[src/inc/fpf_pkg.sv]
package fpf_pkg;
   // ----------------------------------------
   // Issue codes and timing
   // ----------------------------------------
   localparam logic [7:0] OP_ADD_FLAGS = 8'h70;
   localparam logic [7:0] OP_DIVIDE = 8'h6C;
   localparam logic [7:0] OP_DIV_FLAGS = 8'h6D;
   localparam int ALU_LATENCY = 3;
   localparam int DIV_LATENCY = 17;
   localparam int DIV_RECOVERY = 16;
   localparam int QUOT_BITS = 26;
   localparam int QUOT_STEPS = 2;
   // ----------------------------------------
   // Exception vector layout
   // ----------------------------------------
   localparam int FLAG_W = 7;
   localparam int F_OUT_FLUSH = 6;
   localparam int F_IN_FLUSH = 5;
   localparam int F_BAD_OPERAND = 4;
   localparam int F_OVERFLOW = 3;
   localparam int F_UNDERFLOW = 2;
   localparam int F_INEXACT = 1;
   localparam int F_DIV_BY_ZERO = 0;
   localparam logic [FLAG_W-1:0] FLAGS_RESET = 7'h00;
   // ----------------------------------------
   // Rounding modes and float constants
   // ----------------------------------------
   localparam logic [1:0] RM_NEAREST = 2'h0;
   localparam logic [1:0] RM_TO_ZERO = 2'h1;
   localparam logic [1:0] RM_POS_INF = 2'h2;
   localparam logic [1:0] RM_NEG_INF = 2'h3;
   localparam logic [31:0] QUIET_NAN = 32'hFFFFFFFF;
   localparam logic [30:0] INF_MAG = 31'h7F800000;
   localparam logic [30:0] MAX_MAG = 31'h7F7FFFFF;
   localparam logic [7:0] EXP_MAX = 8'hFF;
   localparam logic signed [9:0] EXP_BIAS = 10'sh07F;
   localparam logic signed [9:0] EXP_TOP = 10'sh0FF;
endpackage

[src/logic/fpf_divcore.sv]
module fpf_divcore
   import fpf_pkg::*;
#(
   parameter int QW = QUOT_BITS,
   parameter int STEPS = QUOT_STEPS
) (
   input wire logic clk,
   input wire logic rst,
   input wire logic ce,
   input wire logic start,
   input wire logic [24:0] dividend,
   input wire logic [23:0] divisor,
   output logic [QW-1:0] quotient,
   output logic rem_nonzero,
   output logic done
);
   // ----------------------------------------
   // Restoring divider, STEPS bits a cycle
   // ----------------------------------------
   localparam int CYCLES = QW / STEPS;
   logic [24:0] rem, next_rem;
   logic [23:0] dv, next_dv;
   logic [QW-1:0] next_quotient;
   logic [4:0] cnt, next_cnt;
   logic busy, next_busy, next_done;

   always_comb begin
      next_rem = rem;
      next_dv = dv;
      next_quotient = quotient;
      next_cnt = cnt;
      next_busy = busy;
      next_done = 1'b0;
      if (start) begin
         next_rem = dividend;
         next_dv = divisor;
         next_cnt = 5'(CYCLES - 1);
         next_busy = 1'b1;
      end else if (busy) begin
         for (int i = 0; i < STEPS; i++) begin
            // Remainder stays below divisor, so the shift never overflows
            if (next_rem >= {1'b0, next_dv}) begin
               next_rem = next_rem - {1'b0, next_dv};
               next_quotient = {next_quotient[QW-2:0], 1'b1};
            end else begin
               next_quotient = {next_quotient[QW-2:0], 1'b0};
            end
            next_rem = {next_rem[23:0], 1'b0};
         end
         next_cnt = cnt - 5'h01;
         if (cnt == 5'h00) begin
            next_busy = 1'b0;
            next_done = 1'b1;
         end
      end
   end

   always_ff @(posedge clk or posedge rst) begin
      if (rst) begin
         rem <= '0;
         dv <= '0;
         quotient <= '0;
         cnt <= '0;
         busy <= 1'b0;
         done <= 1'b0;
      end else if (ce) begin
         rem <= next_rem;
         dv <= next_dv;
         quotient <= next_quotient;
         cnt <= next_cnt;
         busy <= next_busy;
         done <= next_done;
      end
   end

   assign rem_nonzero = |rem;
endmodule

[src/logic/fpf_unit.sv]
// Notes on behaviour
// - Add flags op returns would-be exception vector
// - Vector bits six to zero, upper bits zero
// - Flags-only ops leave status flags untouched
// - Rounding follows status word rounding mode
// - Add flags: denormal sources flushed, input-flush
// - Add flags: denormal sum sets output-flush
// - Divide flags: same input/output flush handling
// - Guard LSB one writes destination, else not
// - Divide writes single-precision quotient
// - Divide flushes denormal sources, sets input-flush
// - Denormal quotient becomes zero, output-flush set
// - Divide exceptions set sticky status flags
// - Flag update lands the cycle after destination write
// - Simultaneous updates OR together; a status write replaces previous flags
// - False guard blocks destination and flags
// - Add flags: opcode 112, latency 3
// - Divide: opcode 108, latency 17, recovery 16
// - Divide flags: opcode 109, latency 17, recovery 16
module fpf_unit
   import fpf_pkg::*;
(
   input wire logic CLK,
   input wire logic SYS_RST,
   input wire logic CE,
   input wire logic [1:0] ROUND_MODE,
   input wire logic ALU_ISSUE,
   input wire logic [7:0] ALU_OPCODE,
   input wire logic [31:0] ALU_FIRST_SOURCE,
   input wire logic [31:0] ALU_SECOND_SOURCE,
   input wire logic ALU_GUARD,
   output logic ALU_WB_VALID,
   output logic [31:0] ALU_WB_DATA,
   input wire logic DIV_ISSUE,
   input wire logic [7:0] DIV_OPCODE,
   input wire logic [31:0] DIV_FIRST_SOURCE,
   input wire logic [31:0] DIV_SECOND_SOURCE,
   input wire logic DIV_GUARD,
   output logic DIV_READY,
   output logic DIV_WB_VALID,
   output logic [31:0] DIV_WB_DATA,
   input wire logic PSW_WRITE,
   input wire logic [FLAG_W-1:0] PSW_WRITE_FLAGS,
   input wire logic [FLAG_W-1:0] OTHER_FLAG_SET,
   output logic [FLAG_W-1:0] PROGRAM_STATUS_WORD_FLAGS
);
   // ----------------------------------------
   // Shared float helpers
   // ----------------------------------------
   // Denormals count as zero everywhere in this unit
   function automatic logic is_denorm(input logic [31:0] x);
      return (x[30:23] == 8'h00) && (x[22:0] != 23'h0);
   endfunction

   function automatic logic [31:0] flush(input logic [31:0] x);
      return is_denorm(x) ? {x[31], 31'h0} : x;
   endfunction

   function automatic logic is_nan(input logic [31:0] x);
      return (x[30:23] == EXP_MAX) && (x[22:0] != 23'h0);
   endfunction

   function automatic logic is_snan(input logic [31:0] x);
      return is_nan(x) && !x[22];
   endfunction

   function automatic logic is_inf(input logic [31:0] x);
      return x[30:0] == INF_MAG;
   endfunction

   // Mantissa m has its leading one at bit 26, then guard, round, sticky
   function automatic logic [FLAG_W+31:0] round_pack(
         input logic s, input logic signed [9:0] e,
         input logic [26:0] m, input logic [1:0] rm);
      logic inexact_flag;
      logic inc;
      logic up;
      logic [24:0] mr;
      logic signed [9:0] ex;
      logic [FLAG_W-1:0] f;
      logic [31:0] r;
      f = '0;
      inexact_flag = |m[2:0];
      case (rm)
         RM_NEAREST: inc = m[2] & (m[1] | m[0] | m[3]);
         RM_POS_INF: inc = !s & inexact_flag;
         RM_NEG_INF: inc = s & inexact_flag;
         default: inc = 1'b0;
      endcase
      up = (rm == RM_NEAREST) || (rm == RM_POS_INF && !s) ||
           (rm == RM_NEG_INF && s);
      mr = {1'b0, m[26:3]} + {24'h0, inc};
      ex = e;
      if (mr[24]) begin
         mr = mr >> 1;
         ex = ex + 10'sh001;
      end
      r = {s, ex[7:0], mr[22:0]};
      if (m == 27'h0) begin
         r = {s, 31'h0};
      end else if (ex >= EXP_TOP) begin
         f[F_OVERFLOW] = 1'b1;
         f[F_INEXACT] = 1'b1;
         r = {s, up ? INF_MAG : MAX_MAG};
      end else if (ex <= 10'sh000) begin
         // Tiny results are never kept as denormals
         f[F_OUT_FLUSH] = 1'b1;
         f[F_UNDERFLOW] = 1'b1;
         f[F_INEXACT] = 1'b1;
         r = {s, 31'h0};
      end else begin
         f[F_INEXACT] = inexact_flag;
      end
      return {f, r};
   endfunction

   // ----------------------------------------
   // Add flags path
   // ----------------------------------------
   logic [31:0] aa, ab, big, sml;
   logic [7:0] dexp;
   logic [26:0] mbig, msml, lost;
   logic [27:0] sum;
   logic [26:0] mnorm;
   logic signed [9:0] enorm;
   logic [FLAG_W-1:0] add_flags;
   logic [FLAG_W+31:0] add_pack;
   int lz;

   always_comb begin
      aa = flush(ALU_FIRST_SOURCE);
      ab = flush(ALU_SECOND_SOURCE);
      big = (aa[30:0] >= ab[30:0]) ? aa : ab;
      sml = (aa[30:0] >= ab[30:0]) ? ab : aa;
      dexp = big[30:23] - sml[30:23];
      mbig = {big[30:23] != 8'h00, big[22:0], 3'h0};
      msml = {sml[30:23] != 8'h00, sml[22:0], 3'h0};
      lost = '0;
      if (dexp > 8'h1A) begin
         lost = msml;
         msml = '0;
      end else begin
         lost = msml & ((27'h1 << dexp) - 27'h1);
         msml = msml >> dexp;
      end
      msml[0] = msml[0] | (|lost);
      sum = (big[31] == sml[31]) ? {1'b0, mbig} + {1'b0, msml}
                                 : {1'b0, mbig} - {1'b0, msml};
      lz = 0;
      for (int i = 26; i >= 0; i--) begin
         if (sum[i] && lz == 0) begin
            lz = 27 - i;
         end
      end
      if (sum[27]) begin
         mnorm = {sum[27:2], |sum[1:0]};
         enorm = $signed({2'b00, big[30:23]}) + 10'sh001;
      end else begin
         mnorm = (lz == 0) ? 27'h0 : sum[26:0] << (lz - 1);
         enorm = $signed({2'b00, big[30:23]}) - 10'(lz - 1);
      end
      add_pack = round_pack(big[31], enorm, mnorm, ROUND_MODE);
      add_flags = add_pack[FLAG_W+31:32];
      if (is_nan(aa) || is_nan(ab) || is_inf(aa) || is_inf(ab)) begin
         add_flags = '0;
         add_flags[F_BAD_OPERAND] = is_snan(aa) || is_snan(ab) ||
            (is_inf(aa) && is_inf(ab) && aa[31] != ab[31]);
      end
      add_flags[F_IN_FLUSH] = is_denorm(ALU_FIRST_SOURCE) ||
                              is_denorm(ALU_SECOND_SOURCE);
   end

   // ----------------------------------------
   // Add flags pipeline
   // ----------------------------------------
   logic [ALU_LATENCY-1:0] alu_v, next_alu_v;
   logic [FLAG_W-1:0] alu_f [ALU_LATENCY];
   logic [FLAG_W-1:0] next_alu_f [ALU_LATENCY];

   always_comb begin
      // False guard simply drops the token
      next_alu_v = {alu_v[ALU_LATENCY-2:0],
         ALU_ISSUE && ALU_OPCODE == OP_ADD_FLAGS && ALU_GUARD};
      next_alu_f[0] = add_flags;
      for (int i = 1; i < ALU_LATENCY; i++) begin
         next_alu_f[i] = alu_f[i-1];
      end
   end

   always_ff @(posedge CLK or posedge SYS_RST) begin
      if (SYS_RST) begin
         alu_v <= '0;
         for (int i = 0; i < ALU_LATENCY; i++) begin
            alu_f[i] <= '0;
         end
      end else if (CE) begin
         alu_v <= next_alu_v;
         alu_f <= next_alu_f;
      end
   end

   assign ALU_WB_VALID = alu_v[ALU_LATENCY-1];
   assign ALU_WB_DATA = {25'h0, alu_f[ALU_LATENCY-1]};

   // ----------------------------------------
   // Divide issue and special cases
   // ----------------------------------------
   logic [31:0] da, db, spec_res;
   logic [FLAG_W-1:0] spec_flags;
   logic spec_hit, div_take;
   logic [24:0] dvd;
   logic signed [9:0] dexp_q;
   logic [4:0] recov, next_recov;

   // Issuer must respect the recovery gap; early issues are dropped
   assign DIV_READY = (recov == 5'h00);
   assign div_take = DIV_ISSUE && DIV_READY &&
      (DIV_OPCODE == OP_DIVIDE || DIV_OPCODE == OP_DIV_FLAGS);

   always_comb begin
      da = flush(DIV_FIRST_SOURCE);
      db = flush(DIV_SECOND_SOURCE);
      spec_hit = 1'b1;
      spec_flags = '0;
      spec_res = {da[31] ^ db[31], 31'h0};
      if (is_nan(da) || is_nan(db)) begin
         spec_res = QUIET_NAN;
         spec_flags[F_BAD_OPERAND] = is_snan(da) || is_snan(db);
      end else if ((is_inf(da) && is_inf(db)) ||
                   (da[30:0] == 31'h0 && db[30:0] == 31'h0)) begin
         spec_res = QUIET_NAN;
         spec_flags[F_BAD_OPERAND] = 1'b1;
      end else if (is_inf(da)) begin
         spec_res[30:0] = INF_MAG;
      end else if (db[30:0] == 31'h0) begin
         spec_res[30:0] = INF_MAG;
         spec_flags[F_DIV_BY_ZERO] = 1'b1;
      end else if (da[30:0] != 31'h0 && !is_inf(db)) begin
         spec_hit = 1'b0;
      end
      spec_flags[F_IN_FLUSH] = is_denorm(DIV_FIRST_SOURCE) ||
                               is_denorm(DIV_SECOND_SOURCE);
      // Pre-scale so the quotient's leading one lands at the top bit
      dexp_q = $signed({2'b00, da[30:23]}) - $signed({2'b00, db[30:23]})
               + EXP_BIAS;
      if (da[22:0] < db[22:0]) begin
         dvd = {1'b1, da[22:0], 1'b0};
         dexp_q = dexp_q - 10'sh001;
      end else begin
         dvd = {2'b01, da[22:0]};
      end
      next_recov = div_take ? 5'(DIV_RECOVERY - 1) :
                   (recov != 5'h00) ? recov - 5'h01 : recov;
   end

   // ----------------------------------------
   // Divide core and result hold
   // ----------------------------------------
   logic [QUOT_BITS-1:0] quot;
   logic quot_sticky, quot_done;

   fpf_divcore #(.QW(QUOT_BITS), .STEPS(QUOT_STEPS)) u_core (
      .clk(CLK),
      .rst(SYS_RST),
      .ce(CE),
      .start(div_take),
      .dividend(dvd),
      .divisor({1'b1, db[22:0]}),
      .quotient(quot),
      .rem_nonzero(quot_sticky),
      .done(quot_done)
   );

   logic op_flags_only, op_guard, op_spec, op_sign;
   logic next_op_flags_only, next_op_guard, next_op_spec, next_op_sign;
   logic [31:0] op_spec_res, next_op_spec_res;
   logic [FLAG_W-1:0] op_spec_flags, next_op_spec_flags;
   logic signed [9:0] op_exp, next_op_exp;
   logic [1:0] op_rm, next_op_rm;
   logic [DIV_LATENCY-1:0] tok, next_tok;
   logic res_flags_only, res_guard, next_res_flags_only, next_res_guard;
   logic [31:0] res_data, next_res_data;
   logic [FLAG_W-1:0] res_flags, next_res_flags;
   logic [FLAG_W+31:0] div_pack;

   always_comb begin
      next_op_flags_only = op_flags_only;
      next_op_guard = op_guard;
      next_op_spec = op_spec;
      next_op_sign = op_sign;
      next_op_spec_res = op_spec_res;
      next_op_spec_flags = op_spec_flags;
      next_op_exp = op_exp;
      next_op_rm = op_rm;
      if (div_take) begin
         next_op_flags_only = DIV_OPCODE == OP_DIV_FLAGS;
         next_op_guard = DIV_GUARD;
         next_op_spec = spec_hit;
         next_op_sign = da[31] ^ db[31];
         next_op_spec_res = spec_res;
         next_op_spec_flags = spec_flags;
         next_op_exp = dexp_q;
         next_op_rm = ROUND_MODE;
      end
      next_tok = {tok[DIV_LATENCY-2:0], div_take};
      div_pack = round_pack(op_sign, op_exp, {quot, quot_sticky}, op_rm);
      next_res_flags_only = res_flags_only;
      next_res_guard = res_guard;
      next_res_data = res_data;
      next_res_flags = res_flags;
      // Result is parked here well before the next issue can overwrite op
      if (quot_done) begin
         next_res_flags_only = op_flags_only;
         next_res_guard = op_guard;
         next_res_data = op_spec ? op_spec_res : div_pack[31:0];
         next_res_flags = op_spec ? op_spec_flags
                                  : div_pack[FLAG_W+31:32];
         next_res_flags[F_IN_FLUSH] = op_spec_flags[F_IN_FLUSH];
      end
   end

   always_ff @(posedge CLK or posedge SYS_RST) begin
      if (SYS_RST) begin
         op_flags_only <= 1'b0;
         op_guard <= 1'b0;
         op_spec <= 1'b0;
         op_sign <= 1'b0;
         op_spec_res <= '0;
         op_spec_flags <= '0;
         op_exp <= '0;
         op_rm <= RM_NEAREST;
         tok <= '0;
         recov <= '0;
         res_flags_only <= 1'b0;
         res_guard <= 1'b0;
         res_data <= '0;
         res_flags <= '0;
      end else if (CE) begin
         op_flags_only <= next_op_flags_only;
         op_guard <= next_op_guard;
         op_spec <= next_op_spec;
         op_sign <= next_op_sign;
         op_spec_res <= next_op_spec_res;
         op_spec_flags <= next_op_spec_flags;
         op_exp <= next_op_exp;
         op_rm <= next_op_rm;
         tok <= next_tok;
         recov <= next_recov;
         res_flags_only <= next_res_flags_only;
         res_guard <= next_res_guard;
         res_data <= next_res_data;
         res_flags <= next_res_flags;
      end
   end

   assign DIV_WB_VALID = tok[DIV_LATENCY-1] && res_guard;
   assign DIV_WB_DATA = res_flags_only ? {25'h0, res_flags}
                                       : res_data;

   // ----------------------------------------
   // Status word exception flags
   // ----------------------------------------
   logic [FLAG_W-1:0] next_psw;
   logic psw_from_div;

   always_comb begin
      // Flags-only results never reach the status word
      psw_from_div = DIV_WB_VALID && !res_flags_only;
      next_psw = PSW_WRITE ? PSW_WRITE_FLAGS : PROGRAM_STATUS_WORD_FLAGS;
      // Sets applied after the write so a same-cycle event is not lost
      next_psw = next_psw | OTHER_FLAG_SET;
      if (psw_from_div) begin
         next_psw = next_psw | res_flags;
      end
   end

   always_ff @(posedge CLK or posedge SYS_RST) begin
      if (SYS_RST) begin
         PROGRAM_STATUS_WORD_FLAGS <= FLAGS_RESET;
      end else if (CE) begin
         PROGRAM_STATUS_WORD_FLAGS <= next_psw;
      end
   end
endmodule

[config.mk]
export PLATFORM = sky130hd
export DESIGN_NAME = fpf_unit
export DESIGN_NICKNAME = d
export VERILOG_FILES = /design/src/inc/fpf_pkg.sv /design/src/logic/fpf_divcore.sv /design/src/logic/fpf_unit.sv
export SDC_FILE = /design/constraint.sdc
export NUM_CORES = 1
export LEC_CHECK = 0
export BUFFER_PORTS_ARGS = -buffer_cell sky130_fd_sc_hd__clkbuf_2
export CAP_MARGIN = 20
export CORE_UTILIZATION = 56
export DETAILED_ROUTE_END_ITERATION = 8
export PLACE_DENSITY = 0.79
export SLEW_MARGIN = 40
export SYNTH_ARGS = -nofsm -noshare
export SYNTH_HDL_FRONTEND = slang
export SYNTH_HIERARCHICAL = 1
export SYNTH_SLANG_ARGS = --single-unit
[constraint.sdc]
create_clock -name CLK -period 4.4 [get_ports CLK]
set_input_delay 0.44 -clock CLK [delete_from_list [all_inputs] [get_ports CLK]]
set_output_delay 0.44 -clock CLK [all_outputs]
set_load 0.1 [all_outputs]
==> results of run 1 <==
==> cells by family after synthesis <==
family,count (synthesis),share of synthesized area
simple gates,1436,0.265
fa+ha+maj,189,0.0917
compound gates,1066,0.272
mux,143,0.0646
other cells,2,0.000287
xor+xnor,140,0.0472
flops,191,0.183
buf+inv,471,0.0765
==> metal layers <==
metal / GRT overflow / GRT usage
met3: 24 / 0.719
met4: 126 / 0.808
met2: 207 / 0.959
met1: 22 / 0.827
met5: 4 / 0.552
==> stage by stage <==
step	setup TNS [ps]	setup WS, ps
4_1_cts	-38240	-8310
3_5_place_dp	-69470	-9480
3_3_place_gp	-61770	-9240
2_1_floorplan	-28700	-9550
==> Yosys cell counts (all sizes together) (46+ instances only) <==
master | number | area (µm²)
o21ai | 291 | 1460
dfrtp | 191 | 4780
nand3 | 107 | 546
nand4 | 73 | 475
xnor2 | 81 | 709
buf | 86 | 557
nor4 | 77 | 546
a21oi | 252 | 1270
nor2b | 46 | 288
a21o | 55 | 413
nand2 | 572 | 2170
and2 | 49 | 314
mux2 | 63 | 709
xor2 | 59 | 524
nor2 | 266 | 1020
clkbuf | 155 | 582
ha | 182 | 2280
nor3 | 81 | 410
mux2i | 66 | 664
inv | 225 | 845
==> timing repair <==
action	CTS
endpoints found under the setup margin	66
resized for setup	367
pin swaps	250
gates cloned	5
buffers inserted	94
==> metrics.yaml, run 1 <==
status: "aborted with a tool error"
haltStage: "global routing (5_1_grt)"
stop_error: "[ERROR GRT-0232] Routing congestion too high. Check the congestion heatmap in the GUI."
cts_root_buf: "clkbuf_16"
die_w_um: 218
cts_sinks: 191
numCtsBuffers: 17
port_buffers: 215
initial_core_util: 0.573
rows: 78
synth_cells: 3638
synth_top_flop_cell: "dfrtp_1"
postPlaceCellArea_um2: 36400
grt_usage: 0.831
dp_hpwl_um: 88800
syn_area_per_cell_um2: 7.19
ys_seq_area_frac: 0.183
hold_buffers: 0
ys_ff_latch: 191
worst-ep-kind: "register input"
async_flop_share: 1.00
dp.cells: 5412
ys_types: 126
die_h_um: 218
grt_max_degree: 80
synth_edf_count: 0
htree_levels: 4
synth_area_um2: 26200
ios: 242
yosysWarningCount: 6
grt_remaining_overflow: 383
clockBufferDepth: 2
worst_endpoint: "alu_f[15]$_DFFE_PP0P_/D"
gp_congestion: 1.08
==> run 2, diff against run 1 <==
--- a/config.mk
+++ b/config.mk
@@ -7,9 +7,9 @@
 export LEC_CHECK = 0
 export BUFFER_PORTS_ARGS = -buffer_cell sky130_fd_sc_hd__clkbuf_2
 export CAP_MARGIN = 20
-export CORE_UTILIZATION = 56
+export CORE_UTILIZATION = 40
 export DETAILED_ROUTE_END_ITERATION = 8
-export PLACE_DENSITY = 0.79
+export PLACE_DENSITY_LB_ADDON = 0.15
 export SLEW_MARGIN = 40
 export SYNTH_ARGS = -nofsm -noshare
 export SYNTH_HDL_FRONTEND = slang
==> constraint.sdc (replaced) <==
create_clock -name CLK -period 5.72 [get_ports CLK]
set_input_delay 0.572 -clock CLK [delete_from_list [all_inputs] [get_ports CLK]]
set_output_delay 0.572 -clock CLK [all_outputs]
set_load 0.1 [all_outputs]
==> metrics.yaml, run 2 <==
status: "finished with violations"
violations: "negative setup slack"
synth_area_leader_cell: "dfrtp_1"
finalHoldViolCount: 0
ys_top_cells_by_count: "nand2_1 (565), o21ai_0 (267), nor2_1 (263)"
dpl_worst_slack_ps: -8450
syn_area_per_cell_um2: 7.19
htree_levels: 4
maxSlewHeadroom: 0.459
grt_pass1_wl_um: 169000
drive_above_1_share: 0.341
port_buffers: 215
rrSetupSlack_ps: 240
critPathLaunchType: "primary input"
die_w_um: 258
nets: 4983
drtAntennaViolNets: 0
top_register: "res_data"
cts_sinks: 191
num_vias: 31281
final_common_cell: "buf_4"
drv_slew: 0
crit_slowest_cell: "mux4_2"
setup_ws_ps: -7330
max_stage_delay_ps: 530
hp-start: "PSW_WRITE_FLAGS[3]"
ys_ff_latch: 191
insertion_delay_ps: 460
synth_top_flop_cell: "dfrtp_1"
die-area_um2: 66400
p_leak_uw: 0.0179
area_growth_pct: 39.9
cts_tree: "yes"
dp_hpwl_um: 89100
async_flop_share: 1.00
worst_r2r_path_depth: 18
crit_type: "primary input to flop"
gp_congestion: 1.01
clockBufferDepth: 2
grt_remaining_overflow: 0
routed_wl_um: 109000
worstPathMaxFanout: 7
coreArea_um2: 64600
final_cells: 5497
ios: 242
r2r_end: "u_core/rem[20]"
synth_cells: 3638
synth_edf_count: 0
worst_ep_required_time_ps: 6050
path_common_cell: "buf_4"
final_cell_mix: "buf_4 (936), nand2_1 (543), nor2_1 (254), o21ai_0 (243), a21oi_1 (233)"
worstHoldPathType: "primary input to flop"
fmax_ghz: 0.0766
largest_reg_flops: 32
vias_per_cell: 5.69
synth_top_area_frac: 0.183
synth.most_common_cell: "nand2_1"
drtPass1Iterations: 6
period_minus_slack_ps: 13050
powerDensity_nw_per_um2: 265
critPathArrivalTime_ps: 13380
rows: 93
antenna_found_initial: 6
numCtsBuffers: 17
drv_cap: 0
initial_core_util: 0.405
post_drt_wl_per_cell_um: 19.8
rsz0062_at_grt: "yes"
drc: 0
synth_area_leaders: "dfrtp_1 (18%), ha_1 (8.7%), nand2_1 (8.1%)"
dp.cells: 5395
die_h_um: 258
synth_area_um2: 26200
clkSlewWorstSetupHoldPaths_ps: 80
min_period_over_period: 2.28
fin_worst_skew_ps: 11.3
ys_types: 126
r2r-start: "u_core/rem[4]"
setup_viol: 3
cts_root_buf: "clkbuf_16"
whs_ps: 350
ys_seq_area_frac: 0.183
grt_max_degree: 81
grt_usage: 0.321
drt_iter0_drc: 2799
whs_path_depth: 3
ir_drop_mv: 0.218
yosysWarningCount: 6
tightest_slew_ps: 805
worst_setup_path_end_kind: "flop"
largest_registers: "res_data: 32 flops, u_core/quotient: 26 flops, u_core/rem: 25 flops"
grt_pass1_vias: 29521
min_to: "PROGRAM_STATUS_WORD_FLAGS[3]"
run 2: cell counts after synthesis:
Identical to the previous run, type by type.
run 2: metrics by stage:
step	area, µm²	total power [µW]	setup TNS [ps]	util
6_report	36600	9690	-21920	0.567
5_1_grt	36600	10200	-23580	0.567
4_1_cts	36200	9480	-21150	0.561
3_5_place_dp	34500	7920	-25360	0.534
3_3_place_gp	34500	7940	-25240	0.534
2_1_floorplan	26700	5000	-24840	-
run 2: repair_timing:
item | CTS | global route
setup endpoints to repair | 3 | 30
setup buffers | 56 | 12
pin swaps | 105 | 46
hold buffers | 1 | 0
cloned | 1 | 0
resized for setup | 155 | 56
endpoints found under the hold margin | 2 | 0
run 2: logic make-up after synthesis:
group | Yosys count | synth area share
AND/OR/NAND/NOR | 1436 | 0.265
AO/OA/AOI/OAI | 1066 | 0.272
buffers and inverters | 471 | 0.0765
flip-flops | 191 | 0.183
adder cells (fa/ha/maj) | 189 | 0.0917
multiplexers | 143 | 0.0646
XOR/XNOR | 140 | 0.0472
other | 2 | 0.000287
run 2: per-layer routing:
| layer | global-route usage | vias up | share of wire |
|---|---|---|---|
| li1 | - | 15141 | - |
| met1 | 0.450 | 14806 | 0.46 |
| met2 | 0.507 | 1120 | 0.44 |
| met3 | 0.0409 | 206 | 0.064 |
| met4 | 0.104 | 8 | 0.034 |
| met5 | 0 | - | 0.00052 |
run 2: final cells by class:
type                    instances  area [µm²]
repair buffers               1187        8640
diodes                          1        2.50
flip-flops and latches        191        4780
inverters                     230         897
well taps                     855        1070
clock buffers                  19         443
multi-input cells            3001       20600
clock inverters                13         140
fillers                      6256       28000
run 2: worst max-delay path, delay by kind of cell:
family                   cells  cell delay (ps)
multiplexers                 4             1610
AND/OR/NAND/NOR             21             4970
adder cells (fa/ha/maj)      4              890
buffers and inverters       14             1580
AO/OA/AOI/OAI               19             3730
run 2: worst max path at each step:
stage               cells past startpoint        end                  from  slack (ps)
floorplan                              80  alu_f[15]  ALU_FIRST_SOURCE[11]       -8360
global route                           77  alu_f[16]  ALU_SECOND_SOURCE[7]       -7890
detailed placement                     59  alu_f[15]   ALU_FIRST_SOURCE[1]       -8450
finish                                 62  alu_f[15]   ALU_FIRST_SOURCE[4]       -7330
global placement                       61  alu_f[15]   ALU_FIRST_SOURCE[1]       -8380
CTS                                    73  alu_f[16]  ALU_FIRST_SOURCE[11]       -7070
run 2: power breakdown:
group	total (µW)	leakage (µW)	switching, µW	internal, µW
combinational	6950	0.0152	3750	3200
sequential	1500	0.00246	76.8	1430
clock	1230	0.000287	602	631
Note: power is estimated with default switching activity, not from simulation.
